`src/core/sat_pkg.sv`:
```
// Constants, configuration layout and types for the angle frame transmitter
package sat_pkg;

  // Non-volatile word addresses
  localparam logic [7:0] ADDR_LOW_POWER_TIMING  = 8'h15;
  localparam logic [7:0] ADDR_LOW_POWER_ANGLE   = 8'h16;
  localparam logic [7:0] ADDR_OUTPUT_CONFIG     = 8'h17;
  localparam logic [7:0] ADDR_CUSTOMER_ONE      = 8'h18;
  localparam logic [7:0] ADDR_CUSTOMER_TWO      = 8'h19;
  localparam logic [7:0] ADDR_ERROR_MASK        = 8'h1E;
  localparam logic [7:0] ADDR_CUSTOMER_SCRATCH  = 8'h1F;

  // Timing
  localparam int unsigned CLK_PERIOD_NS = 40;
  localparam int unsigned TICK_UNIT_NS  = 1000;
  localparam int unsigned TICK_UNIT_CYC = (TICK_UNIT_NS / CLK_PERIOD_NS < 1) ? 1 :
                                          TICK_UNIT_NS / CLK_PERIOD_NS;
  localparam int unsigned CNT_W         = 16;
  localparam logic [7:0]  LOW_TICKS      = 8'h05;
  localparam logic [7:0]  NIB_BASE_TICKS = 8'h07;
  localparam logic [7:0]  SYNC_TICKS     = 8'h38;

  // Angle code and checksum
  localparam logic [11:0] ANGLE_FSO_MAX = 12'hFFF;
  localparam logic [3:0]  CRC_SEED      = 4'h5;
  localparam logic [3:0]  CRC_POLY      = 4'hD;
  localparam logic [3:0]  CRC_AUGMENT   = 4'h0;

  // Frame shape
  localparam int unsigned NIB_SLOTS     = 8;
  localparam logic [2:0]  DATA_N_SHORT  = 3'h3;
  localparam logic [2:0]  DATA_N_LONG   = 3'h6;

  // Mode and format codes
  localparam logic [2:0] MODE_STANDARD  = 3'h0;
  localparam logic [2:0] MODE_TRIGGERED = 3'h1;
  localparam logic [2:0] MODE_ADDRESSED = 3'h2;
  localparam logic [2:0] MODE_POLLED    = 3'h3;
  localparam logic [2:0] DATA_ANGLE     = 3'h0;
  localparam logic [2:0] SERIAL_NONE    = 3'h0;

  // Output-configuration word, bit 23 first
  typedef struct packed {
    logic       opt23;
    logic       opt22;
    logic       opt21;
    logic       pause_en;
    logic       opt19;
    logic       rsvd;
    logic [2:0] serial_mode;
    logic [2:0] data_mode;
    logic [2:0] sent_mode;
    logic [4:0] tick_time;
    logic [3:0] drive;
  } sat_cfg_t;

  // Device status carried in the status nibble
  typedef struct packed {
    logic [1:0] serial_bits;
    logic [1:0] status;
  } sat_stat_t;

endpackage

```
`src/core/sat_transmitter.sv`:
```
// Single-wire angle frame transmitter
`timescale 1ns/10ps
module sat_transmitter #(
  parameter logic [7:0] PAUSE_TICKS = 8'h0C
) (
  // Clock and reset
  input  wire  logic                 clk,
  input  wire  logic                 nrst,
  // Configuration word and measurement
  input  wire  sat_pkg::sat_cfg_t    cfg,
  input  wire  logic [11:0]          angle_in,
  input  wire  logic [11:0]          aux_in,
  input  wire  sat_pkg::sat_stat_t   stat_in,
  // Frame requests and programming mode
  input  wire  logic                 trig,
  input  wire  logic                 addr_hit,
  input  wire  logic                 poll_turn,
  input  wire  logic                 prog_mode,
  // Line and status
  output logic                       sent_out,
  output logic [3:0]                 sent_drive,
  output logic                       frame_busy
);
  import sat_pkg::*;

  typedef enum logic [1:0] {ST_IDLE, ST_SYNC, ST_NIB, ST_PAUSE} sat_state_t;

  sat_state_t             state;
  logic [CNT_W-1:0]       pre_cnt;
  logic [CNT_W-1:0]       tick_len_q;
  logic [7:0]             tick_cnt;
  logic [7:0]             pulse_ticks;
  logic [2:0]             nib_idx;
  logic [2:0]             last_idx;
  logic                   pause_q;
  logic [3:0]             frame_nib [NIB_SLOTS];
  logic [3:0]             next_nib [NIB_SLOTS];
  logic [3:0]             nib_data [DATA_N_LONG];
  logic [2:0]             n_data;
  logic [3:0]             crc_acc;
  logic                   start_req;
  logic                   tick;
  logic                   pulse_end;
  logic                   frame_done;
  logic                   launch;

  ////////////////////////////////////////////////////////////////////////////
  // Checksum step, one nibble
  function automatic logic [3:0] crc_step(input logic [3:0] c_in, input logic [3:0] d);
    logic [3:0] c;
    logic       fb;
    c = c_in;
    for (int i = 0; i < 4; i++) begin
      fb = c[3];
      c = {c[2:0], 1'b0};
      if (fb) begin
        c = c ^ CRC_POLY;
      end
    end
    return c ^ d;
  endfunction

  ////////////////////////////////////////////////////////////////////////////
  // Request selection by mode
  always_comb begin
    case (cfg.sent_mode)
      MODE_STANDARD:  start_req = 1'b1;
      MODE_TRIGGERED: start_req = trig;
      MODE_ADDRESSED: start_req = addr_hit;
      MODE_POLLED:    start_req = poll_turn;
      default:        start_req = 1'b0;
    endcase
  end

  assign tick       = (pre_cnt == tick_len_q - 16'h0001);
  assign pulse_end  = tick && (tick_cnt == pulse_ticks - 8'h01);
  assign frame_done = pulse_end && ((state == ST_PAUSE) ||
                      (state == ST_NIB && nib_idx == last_idx && !pause_q));
  assign launch     = !prog_mode && start_req && (state == ST_IDLE || frame_done);

  ////////////////////////////////////////////////////////////////////////////
  // Next frame contents
  always_comb begin
    nib_data[0] = angle_in[11:8];
    nib_data[1] = angle_in[7:4];
    nib_data[2] = angle_in[3:0];
    nib_data[3] = aux_in[11:8];
    nib_data[4] = aux_in[7:4];
    nib_data[5] = aux_in[3:0];
    n_data = (cfg.data_mode == DATA_ANGLE) ? DATA_N_SHORT : DATA_N_LONG;
    crc_acc = CRC_SEED;
    for (int k = 0; k < DATA_N_LONG; k++) begin
      if (3'(k) < n_data) begin
        crc_acc = crc_step(crc_acc, nib_data[k]);
      end
    end
    crc_acc = crc_step(crc_acc, CRC_AUGMENT);
    for (int k = 0; k < NIB_SLOTS; k++) begin
      next_nib[k] = 4'h0;
    end
    next_nib[0] = {(cfg.serial_mode == SERIAL_NONE) ? 2'b00 : stat_in.serial_bits,
                   stat_in.status};
    for (int k = 0; k < DATA_N_LONG; k++) begin
      if (3'(k) < n_data) begin
        next_nib[k + 1] = nib_data[k];
      end
    end
    next_nib[n_data + 3'h1] = crc_acc;
  end

  ////////////////////////////////////////////////////////////////////////////
  // Current pulse length in ticks
  always_comb begin
    case (state)
      ST_SYNC:  pulse_ticks = SYNC_TICKS;
      ST_NIB:   pulse_ticks = LOW_TICKS + NIB_BASE_TICKS + {4'h0, frame_nib[nib_idx]};
      ST_PAUSE: pulse_ticks = PAUSE_TICKS;
      default:  pulse_ticks = SYNC_TICKS;
    endcase
  end

  ////////////////////////////////////////////////////////////////////////////
  // Frame sequencer
  always_ff @(posedge clk or negedge nrst) begin
    if (!nrst) begin
      state   <= ST_IDLE;
      nib_idx <= 3'h0;
    end else if (prog_mode) begin
      state   <= ST_IDLE;
      nib_idx <= 3'h0;
    end else if (launch) begin
      state   <= ST_SYNC;
      nib_idx <= 3'h0;
    end else if (frame_done) begin
      state   <= ST_IDLE;
      nib_idx <= 3'h0;
    end else if (pulse_end) begin
      case (state)
        ST_SYNC: begin
          state   <= ST_NIB;
          nib_idx <= 3'h0;
        end
        ST_NIB: begin
          if (nib_idx == last_idx) begin
            state <= ST_PAUSE;
          end else begin
            nib_idx <= nib_idx + 3'h1;
          end
        end
        default: state <= ST_IDLE;
      endcase
    end
  end

  ////////////////////////////////////////////////////////////////////////////
  // Frame latch at launch
  always_ff @(posedge clk or negedge nrst) begin
    if (!nrst) begin
      last_idx   <= 3'h0;
      pause_q    <= 1'b0;
      tick_len_q <= 16'h0001;
      for (int k = 0; k < NIB_SLOTS; k++) begin
        frame_nib[k] <= 4'h0;
      end
    end else if (launch) begin
      last_idx   <= n_data + 3'h1;
      pause_q    <= cfg.pause_en;
      tick_len_q <= 16'((32'(cfg.tick_time) + 32'd1) * TICK_UNIT_CYC);
      for (int k = 0; k < NIB_SLOTS; k++) begin
        frame_nib[k] <= next_nib[k];
      end
    end
  end

  ////////////////////////////////////////////////////////////////////////////
  // Tick prescaler and tick counter
  always_ff @(posedge clk or negedge nrst) begin
    if (!nrst) begin
      pre_cnt  <= 16'h0000;
      tick_cnt <= 8'h00;
    end else if (prog_mode || launch || state == ST_IDLE) begin
      pre_cnt  <= 16'h0000;
      tick_cnt <= 8'h00;
    end else if (tick) begin
      pre_cnt  <= 16'h0000;
      tick_cnt <= pulse_end ? 8'h00 : tick_cnt + 8'h01;
    end else begin
      pre_cnt  <= pre_cnt + 16'h0001;
    end
  end

  ////////////////////////////////////////////////////////////////////////////
  // Line driver
  always_ff @(posedge clk or negedge nrst) begin
    if (!nrst) begin
      sent_out   <= 1'b1;
      sent_drive <= 4'h0;
      frame_busy <= 1'b0;
    end else begin
      sent_out   <= prog_mode || state == ST_IDLE || tick_cnt >= LOW_TICKS;
      sent_drive <= cfg.drive;
      frame_busy <= !prog_mode && state != ST_IDLE;
    end
  end

  ////////////////////////////////////////////////////////////////////////////
  // Checks
  logic [CNT_W-1:0] low_run;
  always_ff @(posedge clk or negedge nrst) begin
    if (!nrst) begin
      low_run <= 16'h0000;
    end else begin
      low_run <= sent_out ? 16'h0000 : low_run + 16'h0001;
    end
  end

  a_low_width: assert property (@(posedge clk) disable iff (!nrst)
    $rose(sent_out) && !$past(prog_mode) |-> low_run == 16'(32'(LOW_TICKS) * tick_len_q))
    else $error("low interval not five ticks");

  a_prog_abort: assert property (@(posedge clk) disable iff (!nrst)
    prog_mode |=> sent_out && !frame_busy && state == ST_IDLE)
    else $error("frame not abandoned on programming entry");

  a_std_stream: assert property (@(posedge clk) disable iff (!nrst)
    state == ST_IDLE && cfg.sent_mode == MODE_STANDARD && !prog_mode |=> state == ST_SYNC)
    else $error("standard mode did not start a frame");

  a_trig_only: assert property (@(posedge clk) disable iff (!nrst)
    state == ST_IDLE && cfg.sent_mode == MODE_TRIGGERED && !trig |=> state == ST_IDLE)
    else $error("triggered mode sent without trigger");

  a_shared_wait: assert property (@(posedge clk) disable iff (!nrst)
    state == ST_IDLE && ((cfg.sent_mode == MODE_ADDRESSED && !addr_hit) ||
    (cfg.sent_mode == MODE_POLLED && !poll_turn)) |=> state == ST_IDLE)
    else $error("shared mode sent without address or poll");

  a_sync_first: assert property (@(posedge clk) disable iff (!nrst)
    state == ST_IDLE ##1 state != ST_IDLE |-> state == ST_SYNC ##1 !sent_out)
    else $error("frame did not open with sync pulse");

  a_frame_order: assert property (@(posedge clk) disable iff (!nrst || prog_mode)
    state == ST_SYNC && pulse_end && !launch |=> state == ST_NIB && nib_idx == 3'h0)
    else $error("status nibble does not follow sync");

  a_pause_crc: assert property (@(posedge clk) disable iff (!nrst || prog_mode)
    state == ST_NIB && pulse_end && nib_idx == last_idx && pause_q |=> state == ST_PAUSE)
    else $error("pause pulse missing after checksum");

  a_angle_load: assert property (@(posedge clk) disable iff (!nrst)
    launch |=> {frame_nib[1], frame_nib[2], frame_nib[3]} == $past(angle_in))
    else $error("angle code not loaded in data nibbles");

  a_status_load: assert property (@(posedge clk) disable iff (!nrst)
    launch |=> frame_nib[0][1:0] == $past(stat_in.status))
    else $error("status bits not in status nibble");

  a_tick_period: assert property (@(posedge clk) disable iff (!nrst)
    launch |=> tick_len_q == 16'((32'($past(cfg.tick_time)) + 32'd1) * TICK_UNIT_CYC))
    else $error("tick period not from tick-time field");

  a_drive_follow: assert property (@(posedge clk) disable iff (!nrst)
    ##1 sent_drive == $past(cfg.drive))
    else $error("drive setting not applied");

  // Cycles since the last falling line edge
  logic             sent_q;
  logic [CNT_W-1:0] fall_gap;
  always_ff @(posedge clk or negedge nrst) begin
    if (!nrst) begin
      sent_q   <= 1'b1;
      fall_gap <= 16'h0000;
    end else begin
      sent_q   <= sent_out;
      fall_gap <= (sent_q && !sent_out) ? 16'h0001 : fall_gap + 16'h0001;
    end
  end

  a_sync_len: assert property (@(posedge clk) disable iff (!nrst || prog_mode)
    state == ST_SYNC && pulse_end |-> ##2
    fall_gap == 16'(32'(SYNC_TICKS) * 32'($past(tick_len_q, 2))))
    else $error("sync pulse length wrong");

  a_nib_len: assert property (@(posedge clk) disable iff (!nrst || prog_mode)
    state == ST_NIB && pulse_end |-> ##2 fall_gap == 16'((32'(LOW_TICKS) +
    32'(NIB_BASE_TICKS) + 32'($past(frame_nib[nib_idx], 2))) * 32'($past(tick_len_q, 2))))
    else $error("nibble pulse length wrong");

  a_pause_len: assert property (@(posedge clk) disable iff (!nrst || prog_mode)
    state == ST_PAUSE && pulse_end |-> ##2
    fall_gap == 16'(32'(PAUSE_TICKS) * 32'($past(tick_len_q, 2))))
    else $error("pause pulse length wrong");

  a_aux_load: assert property (@(posedge clk) disable iff (!nrst)
    launch && cfg.data_mode != DATA_ANGLE |=>
    {frame_nib[4], frame_nib[5], frame_nib[6]} == $past(aux_in))
    else $error("optional data not loaded in data nibbles");

  c_std_frame:  cover property (@(posedge clk) disable iff (!nrst)
    frame_done && cfg.sent_mode == MODE_STANDARD);
  c_trig_frame: cover property (@(posedge clk) disable iff (!nrst)
    launch && cfg.sent_mode == MODE_TRIGGERED);
  c_pause_sent: cover property (@(posedge clk) disable iff (!nrst)
    state == ST_PAUSE && pulse_end);
  c_abort_mid:  cover property (@(posedge clk) disable iff (!nrst)
    prog_mode && state == ST_NIB);
  c_long_frm:   cover property (@(posedge clk) disable iff (!nrst)
    launch && cfg.data_mode != DATA_ANGLE);

endmodule // sat_transmitter

```
`config.mk`:
```
export PLATFORM = sky130hd
export DESIGN_NAME = sat_transmitter
export DESIGN_NICKNAME = d
export VERILOG_FILES = /design/src/core/sat_pkg.sv /design/src/core/sat_transmitter.sv
export SDC_FILE = /design/constraint.sdc
export NUM_CORES = 1
export LEC_CHECK = 0
export BUFFER_PORTS_ARGS = -buffer_cell sky130_fd_sc_hd__buf_2
export CAP_MARGIN = 20
export CORE_MARGIN = 8
export CORE_UTILIZATION = 60
export CTS_CLUSTER_DIAMETER = 150
export DETAILED_ROUTE_END_ITERATION = 16
export GPL_ROUTABILITY_DRIVEN = 0
export PLACE_DENSITY = 0.93
export REMOVE_ABC_BUFFERS = 1
export SLEW_MARGIN = 10
export SYNTH_ARGS = -nofsm -noshare
export SYNTH_HDL_FRONTEND = slang
export SYNTH_SLANG_ARGS = --single-unit
```
`constraint.sdc`:
```
create_clock -name clk -period 4.8 [get_ports clk]
set_input_delay 0.48 -clock clk [delete_from_list [all_inputs] [get_ports clk]]
set_output_delay 0.48 -clock clk [all_outputs]
set_load 0.01 [all_outputs]
```
== Word-level counts from Yosys, hierarchy flattened ==
Index checks and enable logic that the tools add are counted.

* Register bits: 87
* Bits of input ports: 58
* Output and inout port bits: 6

* Add/subtract/negate cells: 8
* Multiply operators: 1
* Magnitude comparators: 10
* Equal/unequal tests: 11
* Multiplexer cells: 88
* Bitwise operators: 34
* Reductions and logical operators: 26

{| class="wikitable"
|+ Operator list
! operator !! number
|-
| two-way mux 4 bit || 64
|-
| inverter 3 bit || 26
|-
| bitwise mux 32 bit || 1
|-
| two-way mux 16 bit || 2
|-
| two-way mux 8 bit || 3
|-
| XOR 4 bit || 6
|-
| two-way mux 3 bit || 6
|-
| adder 16 x 1 -> 16 bit (second input constant) || 1
|-
| equality test 16 bit || 1
|-
| subtractor 16 x 1 -> 16 bit (second input constant) || 1
|-
| binary-select mux 4 bit (select 3 bit) || 1
|-
| demux 4 bit (select 3 bit) || 1
|-
| two-way mux 2 bit || 6
|-
| one-hot mux 6 bit (2 select lines) || 1
|-
| multiplier 6 x 5 -> 11 bit (second input constant) || 1
|-
| logical NOT 3 bit || 3
|-
| adder 8 x 1 -> 8 bit (second input constant) || 1
|-
| equality test 8 bit || 1
|-
| >= comparator 4 bit (second input constant) || 2
|-
| >= comparator 8 x 3 -> 1 bit (second input constant) || 1
|-
| logical AND 1 bit || 8
|-
| inverter 3 -> 4 bit || 2
|-
| subtractor 8 x 1 -> 8 bit (second input constant) || 1
|-
| adder 3 x 1 -> 3 bit (second input constant) || 2
|-
| 24 further kinds || 36
|}

== Longest topological paths before layout ==
Gate-level depths: netlist of run 1.

* Depth in word-level cells: 91
* Gate-level depth with buffers: 19
* Gate-level depth less buffers: 15

== Worst setup path before layout of run 1 ==
No wires, ideal clock.

* Path type: register to register
* From: register nib_idx[0]
* To: register frame_nib[27] in the netlist's numbering
* Setup time: 0.127 ns
* Arrival: 3.362 ns
* Setup slack: 1.311 ns
* Cell stages (with the launch flop): 14
* Period minus slack after synthesis: 3.489 ns
* Cells stage by stage: dfrtp_1 > clkbuf_1 > mux4_2 > mux2i_1 > ha_1 > nor2b_1 > nand3_1 > nor2_1 > a211o_1 > a22oi_2 > nand4_2 > o21ai_4 > buf_6 > mux2_1

* Cells in the longest elaborated chain, start to end: 12

{| class="wikitable"
|+ RTL lines
! element !! RTL line !! source
|-
| start: declaration || sat_transmitter.sv:33 || <nowiki>logic [2:0] nib_idx;</nowiki>
|-
| start signal: assignment || sat_transmitter.sv:147 || <nowiki>nib_idx <= nib_idx + 3'h1;</nowiki>
|-
| inverter 3 -> 4 bit (implied by the code) || sat_transmitter.sv:116 || <nowiki>ST_NIB: pulse_ticks = LOW_TICKS + NIB_BASE_TICKS + {4'h0, frame_nib[nib_idx]};</nowiki>
|-
| binary-select mux 4 bit (select 3 bit) || sat_transmitter.sv:116 ||
|-
| two-way mux 4 bit (implied by the code) (2 in a row) || sat_transmitter.sv:116 ||
|-
| adder 4 x 4 -> 5 bit || sat_transmitter.sv:116 ||
|-
| one-hot mux 6 bit (2 select lines) || sat_transmitter.sv:114 || <nowiki>case (state)</nowiki>
|-
| subtractor 8 x 1 -> 8 bit || sat_transmitter.sv:76 || <nowiki>assign pulse_end = tick && (tick_cnt == pulse_ticks - 8'h01);</nowiki>
|-
| equality test 8 bit || sat_transmitter.sv:76 ||
|-
| logical AND 1 bit || sat_transmitter.sv:76 ||
|-
| logical AND 1 bit * || sat_transmitter.sv:77 || <nowiki>assign frame_done = pulse_end && ((state == ST_PAUSE) ||</nowiki>
|-
| logical OR 1 bit * || sat_transmitter.sv:79 || <nowiki>assign launch = !prog_mode && start_req && (state == ST_IDLE || frame_done);</nowiki>
|-
| logical AND 1 bit * || sat_transmitter.sv:79 ||
|-
| end signal: indexed assignment || sat_transmitter.sv:170 || <nowiki>frame_nib[k] <= next_nib[k];</nowiki>
|-
| end: declaration || sat_transmitter.sv:36 || <nowiki>logic [3:0] frame_nib [NIB_SLOTS];</nowiki>
|}

Every way passes the cells marked *; elsewhere a longest branch is shown, timed or not. The select of a mux whose other input is x is not followed.
A chain may end at the register's enable or synchronous reset.

== Final worst setup path of run 1 ==
* From: register nib_idx[0]
* To: register frame_nib[31] in the netlist's numbering

The elaborated chain is that of the path after synthesis.

==> results of run 1 <==
## power by group through the flow
stage / registers, mW / clock network (mW) / logic [mW]
detailed placement: 0.926 / 0 / 0.813
global placement: 0.917 / 0 / 0.764
global route: 0.938 / 0.554 / 0.936
finish: 0.925 / 0.524 / 0.853
floorplan: 0.893 / 0 / 0.625
CTS: 0.916 / 0.530 / 0.836
## final timing paths
path,start,to,slack (ns),depth (start not counted)
max reg2reg,nib_idx[0],frame_nib[31],0.37,14
min in group clk,cfg[2],sent_drive[2],0.21,1
min,nrst,frame_nib[11],0.06,1
max,nib_idx[0],frame_nib[31],0.37,14
min reg2reg,frame_nib[18],frame_nib[18],0.48,2
max in group asynchronous,nrst,sent_out,4.07,2
## cells in the mapped netlist, drive strengths merged (9+ instances only)
master and n:
nand2 84, dfrtp 79, nor2 47, xnor2 40, o21ai 37, ha 35
nand3 34, xor2 34, inv 31, a21oi 16, mux2i 13, buf 12
clkbuf 12, nand4 12, nand2b 10, nor3 10, nor2b 9
## layer usage
metal	global-route usage, %	wire length, um	vias up
met4	9.85	382	0
met1	25.8	5700	2365
met3	4.23	917	49
met5	0	0	-
li1	-	-	2262
met2	38.0	7240	229
## registers in the layout, indices dropped and copies added, names as in the netlist, 2 cells and up
name and count:
tick_cnt 8, last_idx 2, sent_drive 4, nib_idx 3, pre_cnt 16, tick_len_q 11
state 2, frame_nib 32
## metrics by stage
| step | instance area (um^2) | hold WS (ns) | instances | setup WS, ns |
|---|---|---|---|---|
| 2_1_floorplan | 5630 | 0.184 | 597 | 0.837 |
| 3_3_place_gp | 6120 | 0.456 | 789 | 0.700 |
| 3_5_place_dp | 6120 | 0.461 | 789 | 0.556 |
| 4_1_cts | 6330 | 0.198 | 805 | 0.465 |
| 5_1_grt | 6350 | 0.0971 | 806 | 0.161 |
| 6_report | 6350 | 0.0648 | 806 | 0.370 |
## layout make-up
class	count	area, um^2	share of cell area, %
Clock inverter	7	82.6	1.30
Clock buffer	9	124	1.95
Multi-Input combinational cell	485	3490	54.9
Sequential cell	81	2030	32.0
Tap cell	129	161	2.54
Inverter	31	116	1.83
Timing Repair Buffer	64	350	5.52
## cells by family (layout without fill, tap and decap cells)
group	after synthesis	in the layout	synth area share, %
DFF	81	81	35.3
adders and majority gates	36	36	7.96
and+or+nand+nor	244	244	21.1
xor gates and xnor gates	83	83	15.0
AOI/OAI and AO/OA	99	99	11.6
muxes	23	23	5.00
buffers and inverters	55	111	4.11
## worst max-delay path, stage by stage, from the launching register on
cell,delay (ns)
dfrtp_1,0.77
mux4_2,0.64
mux2_2,0.33
inv_2,0.11
ha_1,0.30
nor2b_1,0.18
nand3_1,0.10
nor2_1,0.07
a211o_1,0.31
a22oi_2,0.17
nand4_2,0.17
o21a_1,0.50
buf_4,0.35
nor3b_1,0.26
a21o_1,0.13
==> run metrics, run 1 <==
largest cells by area after synthesis=dfrtp_1, ha_1, xnor2_1; CP endpoint kind=flop; Tmin final=4.43 ns; # port buffers=58; initial antenna violation count=0; die area=0.0130 mm^2; Clock Tree Buf Depth=2; syn avg cell area=9.26 um^2; drc violations=0; Synth area leader=dfrtp_1; number of global-route vias before repair=4938; Most used DFF post-synth=dfrtp_1; # Post-CTS Setup Buffers=0; drt first pass iters=8; sequential fraction of the synthesis area=35.3%; CP Launch Type=flop; critical path arrival=4.74 ns; RSZ-0062 raised after global routing=false; Final Hold Violating Endpoints=0; crit path kind=reg2reg; TritonCTS clock tree=yes; Synth Register Bits=81; post-route clock period utilization=92.3%; commonest non-fill, non-tap cell in the layout=nand2_1; Worst-Margin Slew=0.729 ns; Critical Path RT=5.11 ns; Clock transition at path regs=0.10 ns; global-route wire length before repair=23.2 mm; largest net degree at the start of global routing=82; share of power burned in the clock network=22.8%; total core area=0.00928 mm^2; peak supply drop=244 uV; Seq pwr share=40.2%; Antenna Violating Nets Remaining=0; Vias=4905; Root Buffer=clkbuf_8; YS warnings=0; Syn Inst Count=621; Crit Path Max Fanout=21; Net Sw Power=0.855 mW; # rows=35; switching share of power=37.1%; Max Cap Viol=0; Core Util, Final=68.4%; Final HPWL DP=9.99 mm; ANT cells=0; nets=766; Clock Skew=0.0144 ns; Die Ht=114 um; cell-internal power=1.45 mW; Pwr Density=363 mW/mm^2; Yosys top cell area share=34.4%; Cell Area, Synth=0.00575 mm^2; status=completed; asr flop ratio synth=100%; fin. max-slew vios=0; final WL=14.2 mm; CTS HTree Levels=3; total chip power=2.30 mW; clk sink count=81; leakage=2.98 nW; most frequent cells in the layout=nand2_1, dfrtp_1, buf_2; post_cts resized=0; final setup violation count=0; HP Class=in2async; share of cells above drive strength 1=16.1%; CTS Buf Count=9; clk_lat worst skew=0.37 ns; die span in x=114 um; post-synth cell types=77; Avg Vias per Cell=6.09; Slew HR=51.4%; Boundary Pins=64; synthesis-to-finish area growth=10.4%; Fill cells=670; DRT iter0 DRCs=401; CTS Hold Bufs=0; wire per inst=17.7 um; f_max=226 MHz; Initial Utilization=62.0%; number of synthesized flops with an enable pin=0; Logic pwr share=37.0%; setup TNS=0 ns; total grt overflow=0; total track usage=21.9%
Power figures use the tool's default switching activity.
==> run 2: changes to the inputs <==
==> constraint.sdc (replaced) <==
create_clock -name clk -period 4.2 [get_ports clk]
set_input_delay 0.42 -clock clk [delete_from_list [all_inputs] [get_ports clk]]
set_output_delay 0.42 -clock clk [all_outputs]
set_load 0.01 [all_outputs]
==> run 2 against run 1 <==
  * Total power is 14% higher
  * Critical path depth is 1 lower
  * Count of clock-buffer cells in the layout is 1 higher
  * Sequential share of layout area is 0.21 points lower
  * Final area is 0.65% higher
  * Combinational power is 12% higher
  * First-iteration DRC count is 5.7% lower
  * Largest power group unchanged
==> run metrics, run 2 (synthesis gave the netlist of run 1 again) <==
Core Util, Final=68.9%; Worst Setup EP=state[0]; Critical Path, Cell by Cell=buf_4 > mux4_2 > mux2i_1 > ha_1 > nor2b_1 > nand4_1 > nor2_1 > xnor2_1 > o2111a_1 > nand4_1 > o21ai_0 > a21oi_1 > a2bb2oi_1; Reg2Reg Setup Slack=0.33 ns; Net Sw Power=0.949 mW; final setup violation count=0; final instance area=0.00639 mm^2; Vias=4847; footprint of the multi-input gates=0.00349 mm^2; HP Class=in2async; share of power burned in the clock network=23.6%; setup ws final=0.334 ns; CP max stage delay=0.54 ns; Final Hold Violating Endpoints=0; share of cells above drive strength 1=16.7%; largest reg by FF count=frame_nib; die area=0.0130 mm^2; commonest non-fill, non-tap cell in the layout=nand2_1; Crit Path Max Fanout=13; total grt overflow=0; CTS Hold Bufs=0; total core area=0.00928 mm^2; Worst-Margin Slew=0.631 ns; CP startpoint=nib_idx[0]; f_max=259 MHz; drc violations=0; global-route wire length before repair=22.9 mm; Final HPWL DP=10.2 mm; # Post-CTS Setup Buffers=0; cell-internal power=1.67 mW; CTS HTree Levels=3; number of global-route vias before repair=4919; most frequent cells in the layout=nand2_1, dfrtp_1, buf_2; switching share of power=36.2%; post_cts resized=0; # rows=35; RSZ-0062 raised after global routing=false; nets=771; clk sink count=81; WP depth=13; crit path kind=reg2reg; total track usage=21.5%; RR Endpoint=state[0]; final non-filler cell total=811; Die Ht=114 um; final WL=13.6 mm; Tmin final=3.87 ns; r2r worst-path depth=13; clk_lat worst skew=0.37 ns; CP endpoint kind=flop; setup TNS=0 ns; CP Launch Type=flop; Avg Vias per Cell=5.98; post-route clock period utilization=92.1%; CP max stage cell=dfrtp_1; final hold slack=0.0312 ns; Critical Path RT=4.44 ns; status=completed; Clock transition at path regs=0.10 ns; Clock Skew=0.0188 ns; leakage=3.00 nW; crit-path most repeated cell=nand4_1; Root Buffer=clkbuf_8; peak supply drop=268 uV; placed insts=794; fin. max-slew vios=0; ANT cells=0; critical path arrival=4.11 ns; wire per inst=16.7 um; TritonCTS clock tree=yes; Max Cap Viol=0; Slew HR=56.9%; # port buffers=58; largest net degree at the start of global routing=82; total chip power=2.62 mW; initial antenna violation count=0; Largest regs=frame_nib: 32 flops, pre_cnt: 16 flops, tick_len_q: 11 flops; FF/Latch Area=0.00203 mm^2; synthesis-to-finish area growth=11.1%; max reg flops=32; Fill cells=661; DP Area=0.00616 mm^2; Boundary Pins=64; Seq pwr share=40.0%; drt first pass iters=7; Pwr Density=410 mW/mm^2; Initial Utilization=62.0%; CP top delay family=simple AND/OR/NAND/NOR gates; Antenna Violating Nets Remaining=0; reg2reg start=nib_idx[0]; Setup WS pre-CTS=0.464 ns; Clock Tree Buf Depth=2; DRT iter0 DRCs=378; Logic pwr share=36.5%; CTS Buf Count=9; CP bufs+invs=1; die span in x=114 um
run 2: changes by cell type in the layout (fill, tap and decap cells not counted):
cell | previous run | this run
inv_6 | 4 | 3
clkinvlp_4 | 0 | 1
buf_4 | 6 | 11
clkbuf_8 | 9 | 10
clkinv_4 | 2 | 1
run 2: worst min-delay path by stage:
stage | start | to | slack, ns | depth (start not counted)
after detailed placement | frame_nib[29] | frame_nib[29] | 0.46 | 2
after global routing | nrst | frame_nib[20] | 0.06 | 1
after CTS | cfg[1] | sent_drive[1] | 0.14 | 1
after floorplan | nrst | frame_busy | 0.12 | 0
after global placement | frame_nib[18] | frame_nib[18] | 0.46 | 2
final | nrst | frame_nib[18] | 0.03 | 1
run 2: final cells by class:
cell class	instances	area share, %
Timing Repair Buffer	69	6.07
Inverter	31	1.82
Sequential cell	81	31.7
Multi-Input combinational cell	485	54.6
Clock inverter	6	1.14
Tap cell	129	2.52
Clock buffer	10	2.15
run 2: power by group through the flow:
| stage | clock [mW] | sequential (mW) | combinational [mW] |
|---|---|---|---|
| after floorplan | 0 | 1.02 | 0.715 |
| after global placement | 0 | 1.05 | 0.876 |
| after detailed placement | 0 | 1.06 | 0.930 |
| after CTS | 0.625 | 1.04 | 0.943 |
| after global routing | 0.654 | 1.06 | 1.05 |
| final | 0.618 | 1.05 | 0.956 |
run 2: worst register-to-register path, stage by stage (launching register included):
cell and delay, ns:
dfrtp_1 0.54, buf_4 0.27, mux4_2 0.55, mux2i_1 0.18, ha_1 0.26, nor2b_1 0.20
nand4_1 0.11, nor2_1 0.17, xnor2_1 0.17, o2111a_1 0.22, nand4_1 0.43, o21ai_0 0.40
a21oi_1 0.11, a2bb2oi_1 0.14
run 2: metal layers:
metal / track usage [%] / part of all wire [%] / up-vias / wire, um
met5: 0 / 0 / - / 0
li1: - / - / 2267 / -
met4: 7.54 / 2.4 / 0 / 325
met3: 5.55 / 6.8 / 30 / 918
met1: 25.7 / 40 / 2357 / 5490
met2: 36.6 / 50 / 193 / 6850
==> run 3: changes to the inputs <==
--- a/config.mk
+++ b/config.mk
@@ -5,10 +5,12 @@
 export SDC_FILE = /design/constraint.sdc
 export NUM_CORES = 1
 export LEC_CHECK = 0
+export ABC_AREA = 1
 export BUFFER_PORTS_ARGS = -buffer_cell sky130_fd_sc_hd__buf_2
 export CAP_MARGIN = 20
 export CORE_MARGIN = 8
 export CORE_UTILIZATION = 60
+export CTS_BUF_LIST = sky130_fd_sc_hd__clkbuf_8
 export CTS_CLUSTER_DIAMETER = 150
 export DETAILED_ROUTE_END_ITERATION = 16
 export GPL_ROUTABILITY_DRIVEN = 0
==> run 3 against run 2 <==
  * Non-clock buffer count fell by 1
  * Sequential power rose by 16%
  * Utilization shrank 0.17 points
  * Count of clock-buffer cells in the layout stayed put
  * First-iteration DRC count up 72%
  * Critical endpoint is now nib_idx[0]
  * Total power is 54% higher
  * Routed wire length grew 13%
  * Final cell count increased by 33%
  * Hold slack improved by 0.13 ns
  * Combinational power up 130%
==> run metrics, run 3 <==
status=completed; cell-internal power=2.14 mW; Final HPWL DP=11.6 mm; Met2 Wirelength=7.68 mm; Slew HR=60.9%; share of cells above drive strength 1=16.9%; top-count cell post-synth=nand2_1; leakage=3.63 nW; nets=1033; hold_sp=cfg[2]; final WL=15.4 mm; Synth Register Bits=81; post-route clock period utilization=90.5%; Boundary Pins=64; Critical Path RT=4.48 ns; RR Endpoint=nib_idx[0]; total track usage=21.9%; largest net degree at the start of global routing=82; Seq pwr share=30.2%; Post-synth top cells=nand2_1, inv_1, dfrtp_1, nand3_1, nor2_1; CTS Buf Count=9; Vias=6090; sequential fraction of the synthesis area=32.0%; Core Util, Final=68.7%; Max Cap Viol=0; total core area=0.0103 mm^2; WHS Path Cells=1; Clock Skew=0.0127 ns; Worst Hold Endpoint=sent_drive[2]; Max Used Layer=met4; drt first pass iters=6; Net Sw Power=1.90 mW; Cell Area, Synth=0.00634 mm^2; Reg2Reg Setup Slack=0.40 ns; Die Ht=119 um; switching share of power=47.0%; critical path arrival=4.08 ns; Yosys top cell area share=31.2%; reg2reg start=nib_idx[0]; final setup violation count=0; met1 wire length=6.54 mm; asr flop ratio synth=100%; DRT iter0 DRCs=652; CP endpoint kind=flop; CP startpoint=nib_idx[0]; number of synthesized flops with an enable pin=0; Pwr Density=573 mW/mm^2; # port buffers=58; most frequent cells in the layout=nand2_1, inv_1, nand3_1, dfrtp_1, nor2_1; number of global-route vias before repair=5855; die span in x=119 um; DP Area=0.00676 mm^2; Initial Utilization=61.7%; Most used DFF post-synth=dfrtp_1; commonest non-fill, non-tap cell in the layout=nand2_1; CTS HTree Levels=3; max reg flops=32; global-route wire length before repair=26.2 mm; RSZ-0062 raised after global routing=false; Clock transition at path regs=0.08 ns; TritonCTS clock tree=yes; Final Hold Violating Endpoints=0; largest reg by FF count=frame_nib; Synth area leader=dfrtp_1; r2r worst-path depth=26; Logic pwr share=55.3%; ANT cells=0; Syn Inst Count=878; initial antenna violation count=0; share of power burned in the clock network=14.6%; CP Launch Type=flop; post-synth cell types=50; Crit Path Max Fanout=16; Root Buffer=clkbuf_8; synthesis-to-finish area growth=11.4%; Clock Tree Buf Depth=2; setup TNS=0 ns; Largest regs=frame_nib: 32 flops, pre_cnt: 16 flops, tick_len_q: 11 flops; clk sink count=81; largest cells by area after synthesis=dfrtp_1, nand2_1, ha_1; final instance area=0.00706 mm^2; crit path kind=reg2reg; HP Class=in2reg; clk_lat worst skew=0.36 ns; fin. max-slew vios=0; DR WL met3=763 um; Avg Vias per Cell=5.64; drc violations=0; Worst-Margin Slew=0.582 ns; Antenna Violating Nets Remaining=0; f_max=263 MHz; wire per inst=14.2 um; die area=0.0141 mm^2; YS warnings=0; # rows=37; syn avg cell area=7.22 um^2; total grt overflow=0; Tmin final=3.80 ns; peak supply drop=339 uV
-- run 3: cell count changes after synthesis, moves of 11 or more --
| cell | before | now |
|---|---|---|
| a21oi_1 | 16 | 31 |
| inv_1 | 30 | 112 |
| mux2i_1 | 13 | 0 |
| nand2_1 | 84 | 188 |
| nand2_2 | 0 | 30 |
| nand3_1 | 34 | 79 |
| nor2_1 | 47 | 76 |
| o21ai_0 | 30 | 52 |
| xnor2_1 | 39 | 9 |
| xor2_1 | 34 | 45 |
-- run 3: power groups by stage --
stage / Combinational [mW] / Clock [mW] / Sequential (mW)
CTS: 2.18 / 0.590 / 1.21
global placement: 2.05 / 0 / 1.21
finish: 2.23 / 0.588 / 1.22
floorplan: 1.68 / 0 / 1.18
global route: 2.52 / 0.629 / 1.25
detailed placement: 2.15 / 0 / 1.22
-- run 3: worst max-delay path, stage by stage (launching register included) --
cell and delay [ns]:
dfrtp_1 0.41, buf_4 0.20, a21oi_1 0.16, o21ai_0 0.12
nand3_1 0.09, o21ai_0 0.11, ha_1 0.30, nand3_1 0.13
nor2_2 0.14, nand2_1 0.05, o21ai_0 0.07, nand2_1 0.09
xor2_1 0.15, or3_1 0.32, nor3_1 0.14, nand2_1 0.08
nor2_2 0.13, o21ai_1 0.09, nand2_1 0.11, nand2_4 0.11
nand3_2 0.11, inv_1 0.08, nand2_1 0.07, nand3_1 0.12
clkinv_1 0.12, nand2_1 0.07, a21oi_1 0.13
-- run 3: kinds of logic after synthesis --
family,Yosys count,share of synthesized area (%)
AO/OA/AOI/OAI,114,9.95
XOR/XNOR,59,9.06
adder cells (fa/ha/maj),36,7.23
buffers and inverters,143,9.00
flip-flops,81,32.0
AND/OR/NAND/NOR,445,32.7
-- run 3: area by class of cell --
| type | count | area (um^2) |
|---|---|---|
| fillers | 833 | 3220 |
| well taps | 136 | 170 |
| repair buffers | 68 | 403 |
| flip-flops and latches | 81 | 2030 |
| clock buffers | 10 | 138 |
| multi-input cells | 654 | 3770 |
| clock inverters | 6 | 65.1 |
| inverters | 125 | 485 |
-- run 3: how the worst max path moves through the flow --
stage / endpoint / cells past startpoint
floorplan: state[0] / 27
global placement: pre_cnt[13] / 23
detailed placement: pre_cnt[13] / 23
CTS: pre_cnt[13] / 24
global route: nib_idx[0] / 28
finish: nib_idx[0] / 26
-- run 3: through the flow --
stage	hold WS [ns]	setup WS [ns]	std cells	power [mW]
finish	0.163	0.398	1080	4.04
floorplan	0.124	0.00696	860	2.86
global placement	0.464	0.243	1061	3.26
CTS	0.155	0.0145	1077	3.98
global route	0.145	0.0000857	1080	4.39
detailed placement	0.479	0.0737	1061	3.37
-- run 3: layer usage --
metal / vias up / track usage, %
li1: 2986 / -
met1: 2831 / 26.2
met2: 232 / 38.8
met3: 41 / 3.47
met4: 0 / 8.22
met5: - / 0
-- run 3: repair_timing --
item | CTS | global route
buffers inserted | 0 | 1
resized for setup | 0 | 15
endpoints found under the setup margin | 0 | 45
hold endpoints to repair | 0 | 12
hold buffers | 0 | 1
